File: src/core/cspc_map.vh
/*
 * register offsets, field positions, reset values and timing counts of the
 * clock source and main loop control block.
 * assumes a 32-bit ahb-lite slave with word-aligned registers.
 */
`ifndef CSPC_MAP_VH
`define CSPC_MAP_VH

// ****************************************************
// register byte offsets
// ****************************************************
`define CSPC_SRCSEL_OFF 12'h000
`define CSPC_LOOPCTL_OFF 12'h004
`define CSPC_LOOPCFG_OFF 12'h008
`define CSPC_LOOPSTAT_OFF 12'h00C
`define CSPC_LOOPFEED_OFF 12'h010
`define CSPC_CORDIV_OFF 12'h014
`define CSPC_USBDIV_OFF 12'h018
`define CSPC_PCLKSEL_OFF 12'h01C
`define CSPC_MISC_OFF 12'h020

// ****************************************************
// source codes
// ****************************************************
`define CSPC_SRC_IRC 2'h0
`define CSPC_SRC_MAIN 2'h1
`define CSPC_SRC_RTC 2'h2

// ****************************************************
// field positions
// ****************************************************
`define CSPC_CTL_EN 0
`define CSPC_CTL_CONN 1
`define CSPC_STAT_EN 0
`define CSPC_STAT_CONN 1
`define CSPC_STAT_LOCK 2
`define CSPC_STAT_HOLD 3
`define CSPC_MISC_WDIRC 0
`define CSPC_MISC_WDRTC 1
`define CSPC_MISC_BYPMAIN 2
`define CSPC_MISC_USBLOOP 3

// ****************************************************
// reset values and wake-up counts
// ****************************************************
`define CSPC_MUL_RST 15'h0000
`define CSPC_PRE_RST 8'h00
`define CSPC_FEED_KEY1 8'hAA
`define CSPC_FEED_KEY2 8'h55
`define CSPC_WAKE_IRC 13'h0004
`define CSPC_WAKE_MAIN 13'h1000

`endif

File: src/core/cspc_clock_ctrl.v
/*
 * clock source selection, main loop control, core/usb/peripheral dividers.
 * assumes an ahb-lite master, one 25 mhz clock, oscillator and loop lock as
 * synchronous inputs, and power-state requests from the power manager.
 */
// The implementer's own choices: the register addresses and the AHB-Lite register port.
// Functional notes
// - after reset the internal rc oscillator is the source until software changes it
// - software selects rc, main or rtc oscillator as loop reference
// - rc oscillator may clock the watchdog and be loop reference
// - main oscillator may reach core through loop or bypassing it
// - only the main oscillator feeds the usb loop reference
// - core clock equals reference unless loop enabled, connected and locked
// - each peripheral has its own software divider setting
// - rtc oscillator may clock rtc, be loop reference, or clock core
// - pre-divider n programmable from 1 to 256
// - feedback multiplier m programmable from 1 to 32768
// - loop divides oscillator by m, compares with pre-divided reference
// - post-divider derives core and usb clocks from loop oscillator
// - loop disabled and bypassed after reset and at power-down
// - loop enabled only by a software write, never by hardware
// - usb clock comes from main loop while usb loop disabled
// - deep-sleep turns loop off, disconnects, clears core and usb dividers
// - deep-sleep wake holds execution 4 rc or 4096 main cycles
`timescale 1ns/10ps
`include "cspc_map.vh"
module cspc_clock_ctrl #(
    parameter NPER = 8,
    parameter DIVW = 8,
    parameter WAKE_MAIN = 4096
) (
    // clock and reset
    input wire hclk,
    input wire hresetn,
    // ahb-lite slave
    input wire hsel,
    input wire [11:0] haddr,
    input wire [1:0] htrans,
    input wire hwrite,
    input wire [2:0] hsize,
    input wire [31:0] hwdata,
    input wire hready,
    output reg [31:0] hrdata,
    output reg hreadyout,
    output reg hresp,
    // oscillator ticks and loop status
    input wire irc_tick,
    input wire main_tick,
    input wire loop_lock,
    // power states
    input wire deep_sleep_enter,
    input wire power_down_enter,
    input wire wake,
    // loop controls
    output reg [1:0] loop_reference_sel,
    output reg [7:0] loop_prediv,
    output reg [14:0] loop_mult,
    output reg loop_enable,
    output reg loop_connect,
    output reg core_from_loop,
    output reg core_from_ref,
    output reg [7:0] core_div,
    output reg [7:0] usb_div,
    output reg usb_from_main_loop,
    output reg usb_loop_ref_main,
    output reg watchdog_clock_irc,
    output reg watchdog_clock_rtc,
    output reg rtc_clock_en,
    output reg [2*NPER-1:0] pclk_sel,
    output reg [NPER-1:0] pclk_en,
    output reg exec_hold
);
    // ****************************************************
    // bus decode
    // ****************************************************
    reg ph_wr;
    reg ph_rd;
    reg [11:0] ph_addr;
    reg [1:0] src;
    reg ctl_en;
    reg ctl_conn;
    reg [7:0] pre_n;
    reg [14:0] mul_m;
    reg [7:0] cdiv;
    reg [7:0] udiv;
    reg [2*NPER-1:0] psel;
    reg [3:0] misc;
    reg feed_armed;
    reg [1:0] act_en_conn;
    reg asleep;
    reg sleep_src_main;
    reg [12:0] wake_cnt;
    reg [DIVW-1:0] pcnt [0:NPER-1];
    wire acc = hsel && hready && htrans[1];
    wire en_eff = act_en_conn[0];
    wire conn_eff = act_en_conn[0] & act_en_conn[1] & loop_lock;
    wire mux_a;
    wire mux_b;
    reg [31:0] next_rdata;

    always @(posedge hclk or negedge hresetn) begin
        if (!hresetn) begin
            ph_wr <= 1'b0;
            ph_rd <= 1'b0;
            ph_addr <= 12'h000;
        end else begin
            ph_wr <= acc && hwrite;
            ph_rd <= acc && !hwrite;
            ph_addr <= haddr;
        end
    end

    // ****************************************************
    // register writes and power-state effects
    // ****************************************************
    // enable/connect take effect only after the feed pair, so a stray write
    // cannot start the loop
    always @(posedge hclk or negedge hresetn) begin
        if (!hresetn) begin
            src <= `CSPC_SRC_IRC;
            ctl_en <= 1'b0;
            ctl_conn <= 1'b0;
            pre_n <= `CSPC_PRE_RST;
            mul_m <= `CSPC_MUL_RST;
            cdiv <= 8'h00;
            udiv <= 8'h00;
            psel <= {2*NPER{1'b0}};
            misc <= 4'h0;
            feed_armed <= 1'b0;
            act_en_conn <= 2'b00;
        end else begin
            if (ph_wr) begin
                case (ph_addr)
                    `CSPC_SRCSEL_OFF: src <= (hwdata[1:0] == 2'h3) ? src : hwdata[1:0];
                    `CSPC_LOOPCTL_OFF: begin
                        ctl_en <= hwdata[`CSPC_CTL_EN];
                        ctl_conn <= hwdata[`CSPC_CTL_CONN];
                    end
                    `CSPC_LOOPCFG_OFF: begin
                        mul_m <= hwdata[14:0];
                        pre_n <= hwdata[23:16];
                    end
                    `CSPC_CORDIV_OFF: cdiv <= hwdata[7:0];
                    `CSPC_USBDIV_OFF: udiv <= hwdata[7:0];
                    `CSPC_PCLKSEL_OFF: psel <= hwdata[2*NPER-1:0];
                    `CSPC_MISC_OFF: misc <= hwdata[3:0];
                    default: ;
                endcase
            end
            if (ph_wr && ph_addr == `CSPC_LOOPFEED_OFF) begin
                if (feed_armed && hwdata[7:0] == `CSPC_FEED_KEY2) begin
                    act_en_conn <= {ctl_conn & ctl_en, ctl_en};
                end
                feed_armed <= (hwdata[7:0] == `CSPC_FEED_KEY1);
            end else if (ph_wr) begin
                feed_armed <= 1'b0;
            end
            if (deep_sleep_enter || power_down_enter) begin
                ctl_en <= 1'b0;
                ctl_conn <= 1'b0;
                act_en_conn <= 2'b00;
                cdiv <= 8'h00;
                udiv <= 8'h00;
            end
        end
    end

    // ****************************************************
    // wake-up hold
    // ****************************************************
    always @(posedge hclk or negedge hresetn) begin
        if (!hresetn) begin
            asleep <= 1'b0;
            sleep_src_main <= 1'b0;
            wake_cnt <= 13'h0000;
            exec_hold <= 1'b0;
        end else begin
            if (deep_sleep_enter) begin
                asleep <= 1'b1;
                sleep_src_main <= (src == `CSPC_SRC_MAIN);
                exec_hold <= 1'b1;
            end else if (asleep && wake) begin
                asleep <= 1'b0;
                wake_cnt <= sleep_src_main ? WAKE_MAIN[12:0] : `CSPC_WAKE_IRC;
            end else if (!asleep && exec_hold) begin
                if (wake_cnt == 13'h0000) begin
                    exec_hold <= 1'b0;
                end else if (sleep_src_main ? main_tick : irc_tick) begin
                    wake_cnt <= wake_cnt - 13'h0001;
                end
            end
        end
    end

    // ****************************************************
    // glitch-free core path switch
    // ****************************************************
    cspc_glitchless_mux u_mux (
        .hclk(hclk),
        .hresetn(hresetn),
        .sel_b(conn_eff),
        .en_a(mux_a),
        .en_b(mux_b)
    );

    // ****************************************************
    // peripheral clock enables
    // ****************************************************
    genvar gi;
    generate
        for (gi = 0; gi < NPER; gi = gi + 1) begin : g_per
            // select 0..3 gives divide by 4,1,2,8
            wire [1:0] s = psel[2*gi+1:2*gi];
            wire [DIVW-1:0] lim = (s == 2'h1) ? {DIVW{1'b0}} : (s == 2'h2) ? {{(DIVW-1){1'b0}}, 1'b1} :
                (s == 2'h3) ? {{(DIVW-3){1'b0}}, 3'h7} : {{(DIVW-2){1'b0}}, 2'h3};
            always @(posedge hclk or negedge hresetn) begin
                if (!hresetn) begin
                    pcnt[gi] <= {DIVW{1'b0}};
                    pclk_en[gi] <= 1'b0;
                end else begin
                    pclk_en[gi] <= (pcnt[gi] >= lim);
                    pcnt[gi] <= (pcnt[gi] >= lim) ? {DIVW{1'b0}} : pcnt[gi] + {{(DIVW-1){1'b0}}, 1'b1};
                end
            end
            always @(posedge hclk or negedge hresetn) begin
                if (!hresetn) begin
                    pclk_sel[2*gi+1:2*gi] <= 2'h0;
                end else begin
                    pclk_sel[2*gi+1:2*gi] <= s;
                end
            end
        end
    endgenerate

    // ****************************************************
    // clock routing outputs
    // ****************************************************
    always @(posedge hclk or negedge hresetn) begin
        if (!hresetn) begin
            loop_reference_sel <= `CSPC_SRC_IRC;
            loop_prediv <= 8'h00;
            loop_mult <= 15'h0000;
            loop_enable <= 1'b0;
            loop_connect <= 1'b0;
            core_from_loop <= 1'b0;
            core_from_ref <= 1'b1;
            core_div <= 8'h00;
            usb_div <= 8'h00;
            usb_from_main_loop <= 1'b1;
            usb_loop_ref_main <= 1'b1;
            watchdog_clock_irc <= 1'b1;
            watchdog_clock_rtc <= 1'b0;
            rtc_clock_en <= 1'b1;
        end else begin
            loop_reference_sel <= src;
            loop_prediv <= pre_n;
            loop_mult <= mul_m;
            loop_enable <= en_eff;
            loop_connect <= mux_b;
            core_from_loop <= mux_b;
            core_from_ref <= mux_a;
            core_div <= cdiv;
            usb_div <= udiv;
            usb_from_main_loop <= ~misc[`CSPC_MISC_USBLOOP];
            usb_loop_ref_main <= 1'b1;
            watchdog_clock_irc <= ~misc[`CSPC_MISC_WDRTC] & ~misc[`CSPC_MISC_WDIRC] | misc[`CSPC_MISC_WDIRC];
            watchdog_clock_rtc <= misc[`CSPC_MISC_WDRTC] & ~misc[`CSPC_MISC_WDIRC];
            rtc_clock_en <= 1'b1;
        end
    end

    // ****************************************************
    // read data
    // ****************************************************
    always @* begin
        next_rdata = 32'h0000_0000;
        case (haddr)
            `CSPC_SRCSEL_OFF: next_rdata = {30'h0000_0000, src};
            `CSPC_LOOPCTL_OFF: next_rdata = {30'h0000_0000, ctl_conn, ctl_en};
            `CSPC_LOOPCFG_OFF: next_rdata = {8'h00, pre_n, 1'b0, mul_m};
            `CSPC_LOOPSTAT_OFF: next_rdata = {28'h000_0000, exec_hold, loop_lock, mux_b, en_eff};
            `CSPC_CORDIV_OFF: next_rdata = {24'h00_0000, cdiv};
            `CSPC_USBDIV_OFF: next_rdata = {24'h00_0000, udiv};
            `CSPC_PCLKSEL_OFF: next_rdata = {{(32-2*NPER){1'b0}}, psel};
            `CSPC_MISC_OFF: next_rdata = {28'h000_0000, misc};
            default: next_rdata = 32'h0000_0000;
        endcase
    end

    always @(posedge hclk or negedge hresetn) begin
        if (!hresetn) begin
            hrdata <= 32'h0000_0000;
            hreadyout <= 1'b1;
            hresp <= 1'b0;
        end else begin
            hreadyout <= 1'b1;
            hresp <= 1'b0;
            if (acc && !hwrite) begin
                hrdata <= next_rdata;
            end
        end
    end
endmodule

File: src/core/cspc_glitchless_mux.v
/*
 * glitch-free two-way clock select modelled as enable handshake.
 * assumes select follows loop enable, connect and lock; enables cross one at a time.
 */
`timescale 1ns/10ps
module cspc_glitchless_mux (
    // clock and reset
    input wire hclk,
    input wire hresetn,
    // selection
    input wire sel_b,
    // enables for the two clock paths
    output reg en_a,
    output reg en_b
);
    // ****************************************************
    // break before make
    // ****************************************************
    // one path is dropped fully before the other starts, so no runt pulse
    always @(posedge hclk or negedge hresetn) begin
        if (!hresetn) begin
            en_a <= 1'b1;
            en_b <= 1'b0;
        end else if (sel_b) begin
            en_a <= 1'b0;
            en_b <= ~en_a;
        end else begin
            en_b <= 1'b0;
            en_a <= ~en_b;
        end
    end
endmodule

File: config.mk
export PLATFORM = sky130hd
export DESIGN_NAME = cspc_clock_ctrl
export DESIGN_NICKNAME = d
export VERILOG_FILES = /design/src/core/cspc_clock_ctrl.v /design/src/core/cspc_glitchless_mux.v
export VERILOG_INCLUDE_DIRS = /design/src /design/src/core
export SDC_FILE = /design/constraint.sdc
export NUM_CORES = 1
export LEC_CHECK = 0
export BUFFER_PORTS_ARGS = -buffer_cell sky130_fd_sc_hd__buf_2
export CORE_ASPECT_RATIO = 1.1
export CORE_MARGIN = 2
export CORE_UTILIZATION = 56
export CTS_CLUSTER_SIZE = 40
export DETAILED_ROUTE_END_ITERATION = 10
export PLACE_DENSITY = 0.86
export RECOVER_POWER = 100
export SLEW_MARGIN = 30
export SYNTH_ARGS = -nofsm -noshare
export SYNTH_HDL_FRONTEND = slang
export SYNTH_SLANG_ARGS = --single-unit
File: constraint.sdc
create_clock -name hclk -period 2 [get_ports hclk]
set_input_delay 0.2 -clock hclk [delete_from_list [all_inputs] [get_ports hclk]]
set_output_delay 0.2 -clock hclk [all_outputs]
set_load 0.01 [all_outputs]
---- Yosys cells after proc, flatten, opt, wreduce, memory -nomap -nowiden ----
Index checks and enable logic that the tools add are counted.
storage, ports and cells
  bits in registers ....................... 264
cells by class
  add/subtract/negate cells ............... 9
  magnitude comparators ................... 8
  equality and inequality tests ........... 44
  muxes and demuxes ....................... 64
  bitwise logic cells ..................... 13
  reduce and logical (&&, ||, !) cells .... 36
operators with widths
  cell                     count
  $pmux W24 S8             1
  $mux W8                  14
  $eq A12 B5 Y1 const B    7
  $mux W3                  24
  $mux W13                 5
  $add A8 B1 Y8 const B    8
  $ge A8 B3 Y1             8
  $eq A12 B4 Y1 const B    3
  $eq A2 B2 Y1 const B     17
  $eq A12 B3 Y1 const B    2
  $eq A12 B6 Y1 const B    2
  $logic_not A12 Y1        2
  $reduce_bool A2 Y1       12
  $eq A2 B1 Y1 const B     9
  $mux W1                  17
  $reduce_and A2 Y1        7
  $logic_not A13 Y1        1
  $sub A13 B1 Y13 const B  1
  $eq A8 B7 Y1 const B     1
  $eq A8 B8 Y1 const B     1
  $logic_and A1 B1 Y1      8
  $not A1 Y1               7
  $mux W2                  3
  $reduce_and A3 Y1        2
  6 further kinds          12

---- Logic depth before layout (Yosys ltp) ----
  word-level depth ........................ 6
  gate-level depth with buffers ........... 9
  gate-level depth less buffers ........... 9

---- Modules after synthesis ----
From an unflattened synthesis, not the netlist that was laid out.
unflattened totals
  cell total of the unflattened synthesis .. 813
  area total of the unflattened synthesis .. 10104.7 µm²
modules (own cells, without submodules)
  module               instances  cells an instance  area an instance (µm²)
  cspc_clock_ctrl      1          809                10035.9
  cspc_glitchless_mux  1          4                  68.8

---- Worst setup path before layout ----
Ideal clock, no wire load.
  kind .................................... register -> register
  start point ............................. register ph_addr[1]
  end point ............................... register psel[14]
  setup time .............................. 0.125 ns
  arrival ................................. 1.594 ns
  required time ........................... 1.875 ns
  setup slack ............................. 0.281 ns
  cell stages (with the launch flop) ...... 6
  path buffers ............................ 1
  cells stage by stage .................... dfrtp_1 -> nor4_2 -> nand3_1 -> nor2_1 -> buf_4 -> mux2_2
between the ends
  word-level cells in the longest chain between the ends .. 2
ends and longest elaborated chain
  element                      RTL line               text
  from (decl)                  cspc_clock_ctrl.v:78   reg [11:0] ph_addr;
  from (signal assigned)       cspc_clock_ctrl.v:109  ph_addr <= haddr;
  $eq A12 B5 Y1                cspc_clock_ctrl.v:133  case (ph_addr)
  $reduce_and A2 Y1 (no line)  --
  to (signal assigned)         cspc_clock_ctrl.v:127  psel <= {2*NPER{1'b0}};
  to (signal assigned)         cspc_clock_ctrl.v:145  `CSPC_PCLKSEL_OFF: psel <= hwdata[2*NPER-1:0];
  to (decl)                    cspc_clock_ctrl.v:86   reg [2*NPER-1:0] psel;
No other way between the ends.
A chain may end at the register's enable or synchronous reset.

---- Worst setup path in the final report ----
  start point ............................. register ph_addr[1]
  end point ............................... register act_en_conn[0]
between the ends
  word-level cells in the longest chain between the ends .. 4
ends and longest elaborated chain
  element                        RTL line               text
  $eq A12 B5 Y1 (no line)        --
  $logic_and A1 B1 Y1 (no line)  --
  $reduce_bool A2 Y1 (no line)   --
  $reduce_and A2 Y1 (no line)    --
  to (signal assigned)           cspc_clock_ctrl.v:152  act_en_conn <= {ctl_conn & ctl_en, ctl_en};
  to (decl)                      cspc_clock_ctrl.v:89   reg [1:0] act_en_conn;
No other way between the ends.

==> summary.txt <==
Setup path
  – CP required: 2.38 ns
  – Crit path kind: flop to flop
  – Worst Setup End Kind: flop
  – Crit start category: flop
  – Worst Path Max Fanout: 6
  – Arrival time worst endpoint: 2.30 ns

Synthesis
  – Synth area leaders: dfrtp_1 (62%), ha_1 (6.2%), mux2_2 (3.9%)
  – Synthesis Warnings: 0
  – Leading post-synthesis cells by instance count: dfrtp_1 (252), nor2_1 (77), inv_1 (66), ha_1 (50), o21ai_0 (41)
  – Mapped Cells: 807
  – Most common cell in the netlist: dfrtp_1
  – Async S/R FF share, synth: 100%
  – Largest area contributor in the synthesized netlist: dfrtp_1
  – Synth top area share: 62.0%
  – Count of cell types in the netlist: 66
  – Primary FF master, synth: dfrtp_1
  – EDFF count, synth: 0
  – Synth Register Bits: ~260
  – Mean post-synth cell area: 12.6 um^2
  – Mapped Area: 10200 um^2
  – Seq/Total Area, Yosys: 63.0%

GRT
  – Largest net degree at the start of global routing: 73
  – Remaining Overflow, GRT: 0
  – Initial antenna violation count: 0
  – Gr usage total: a little under a quarter
  – First-pass GRT wire length: 36900 um
  – Vias in the first global route: 7307

Routing
  – Met3 wire len: roughly 1400 um
  – First drt pass iteration count: 5
  – Vias: 6960
  – Routed wire length: 22600 um
  – DR top layer: met4
  – Met2 Wirelength: 11600 um
  – Metal-1 WL: 8820 um
  – Post-route ant nets: 0
  – Via-per-instance ratio: 5.33
  – Routed wire per std cell: between 15 and 20 um
  – Initial drt markers: 478
  – Post-route DRC violation count: 0

Die
  – Die X: 133 um
  – Top-Level Pins: 169
  – Site Rows: 51
  – Die footprint: slightly below 20000 um^2
  – Core Area: 17700 um^2
  – Die Ht: 145 um
  – Initial Utilization: 57.3%

Place
  – Port Buf Inserts: 144
  – Area post-placement: 11400 um^2
  – Post-DP HPWL: 15200 um
  – Routability cong.: about 0.87

Worst hold path
  – Min-delay worst type: input port to flop

Clock network
  – TritonCTS buffer count: 25
  – Clock-pin slew on the worst setup and hold paths: approximately 0.060 ns
  – Clock root buffer: clkbuf_16
  – Clock buffer depth: 3
  – H-tree Lvls: 1
  – Worst-Skew Late Latency: a little over 0.5 ns
  – Clock sinks: 256
  – CTS tree: built

Power
  – Leakage power: 5.76 nW
  – Power density over the cells: around 890 nW/um^2
  – Maximum VDD drop: ~0.68 mV

Status
  – Outcome: finished clean

STA
  – Post-Route Skew: around 0.0087 ns
  – Max Clock Freq: 523 MHz
  – Slew Viols, Final: 0
  – Slew HR: 34.4%
  – Tightest Pin Transition: 0.985 ns
  – Period utilization: 95.7%
  – Setup violations, final: 0
  – Setup TNS: 0 ns
  – Final Hold Vio Count: 0
  – Crit path time final: between 1.5 and 2 ns
  – Unrepaired setup endpoints after global routing: false

Layout
  – Final nets: 1162
  – Area taken by flip-flops and latches: about 6400 um^2
  – Final Cell Area: 12400 um^2
  – Ant. Diodes: 0
  – Fill count: approximately 1300
  – Layout cells sized above 1: 15.1%
  – Multi-input gate area: 3410 um^2
  – P&R area growth vs syn: 21.6%

Run
  – Max-cap violations: 0
==> worst paths after layout <==
| path | startpoint | cells after the start | endpoint | slack, ns |
|---|---|---|---|---|
| setup / recovery | ph_addr[1]$_DFF_PN0_ | 6 | act_en_conn[0]$_DFFE_PN0P_ | 0.09 |
| hold / removal | hwdata[4] | 3 | udiv[4]$_DFFE_PN0P_ | 0.03 |
| setup reg to reg | ph_addr[1]$_DFF_PN0_ | 6 | act_en_conn[0]$_DFFE_PN0P_ | 0.09 |
| hold reg to reg | u_mux.en_a$_DFF_PN1_ | 0 | core_from_ref$_DFF_PN1_ | 0.38 |
| max in group asynchronous | hresetn | 3 | core_from_loop$_DFF_PN0_ | 0.36 |
| min in group asynchronous | hresetn | 2 | pcnt[33]$_DFF_PN0_ | 0.41 |
==> layer usage <==
metal / GRT usage (%) / vias to the layer above
met2: 41.0 / 221
met1: 29.4 / 3467
met5: 0 / -
met4: 9.89 / 0
li1: - / 3201
met3: 5.12 / 71
==> flip-flops by register name, summed over array words and instances (netlist names), 2 cells and up <==
| name | flops |
|---|---|
| src | 2 |
| loop_mult | 15 |
| pclk_en | 8 |
| psel | 16 |
| act_en_conn | 2 |
| udiv | 8 |
| misc | 4 |
| wake_cnt | 13 |
| core_div | 8 |
| loop_prediv | 8 |
| ph_addr | 12 |
| loop_reference_sel | 2 |
| pclk_sel | 16 |
| mul_m | 15 |
| pcnt | 64 |
| pre_n | 8 |
| usb_div | 8 |
| cdiv | 8 |
| hrdata | 24 |
==> power by group <==
| group | leakage (nW) | total (mW) | switching (mW) | internal (mW) |
|---|---|---|---|---|
| sequential | 3.29 | 5.49 | 0.143 | 5.35 |
| clock | 0.407 | 4.59 | 1.92 | 2.68 |
| combinational | 2.06 | 0.870 | 0.517 | 0.353 |
| total | 5.76 | 11.0 | 2.58 | 8.37 |
==> layout by cell type (no fill, tap or decap), types with 4 or more instances in the layout <==
master	netlist	final
nand4_1	4	4
a21boi_0	8	8
clkbuf_4	0	6
nand2b_1	5	5
buf_4	17	12
clkinv_2	0	7
clkbuf_16	0	25
a21oi_1	16	16
nand2_1	33	34
nand3_1	30	30
dlygate4sd3_1	0	37
nor2b_1	5	5
nor2_1	77	76
conb_1	2	44
xnor2_1	8	8
nor3_1	7	6
xor2_1	7	7
mux2_2	35	34
o22a_1	4	4
clkbuf_1	6	114
mux2i_1	20	20
clkbuf_8	1	7
o21ai_0	41	41
nand3b_1	4	4
buf_2	4	37
dfrtp_1	252	252
a22o_1	11	11
a22oi_1	18	18
inv_1	66	66
nor4_1	14	14
ha_1	50	50
==> worst max-delay path, stage by stage, from the launching register on <==
cell	delay, ns
dfrtp_1	0.39
nor4_2	0.31
nand3b_1	0.12
clkbuf_1	0.22
nor4_2	0.45
mux2i_1	0.24
nor2_1	0.05
==> layout make-up <==
type	instances	share of cell area, %
clock buffers	34	5.90
clock inverters	10	0.658
inverters	66	2.00
multi-input cells	493	27.6
flip-flops and latches	256	51.8
well taps	238	2.41
repair buffers	210	9.59
==> kinds of logic after synthesis <==
family / Yosys count / synth area share [%]
adders and majority gates: 50 / 6.15
buffers and inverters: 100 / 4.97
other: 2 / 0.0738
AOI/OAI and AO/OA: 117 / 7.56
muxes: 57 / 6.29
xor gates and xnor gates: 15 / 1.29
DFF: 256 / 63.0
and+or+nand+nor: 210 / 10.6
==> repair_timing <==
item	CTS	global route
hold endpoints to repair	112	0
gates resized for setup	0	1
setup buffers	0	3
endpoints found under the setup margin	0	8
hold buffers	37	0
==> metrics by stage <==
step                power (mW)  std cells  utilization, %  setup slack (ns)  hold slack, ns
floorplan                 6.00        849               -             0.281         -0.0956
global placement          6.37       1223            64.1             0.163           0.205
detailed placement        6.41       1223            64.1             0.131           0.213
CTS                       11.1       1304            70.8            0.0725        0.000295
global route              11.4       1307            69.7            0.0140          0.0239
finish                    11.0       1307            69.7            0.0861          0.0294
Note: power is estimated with default switching activity, not from simulation.
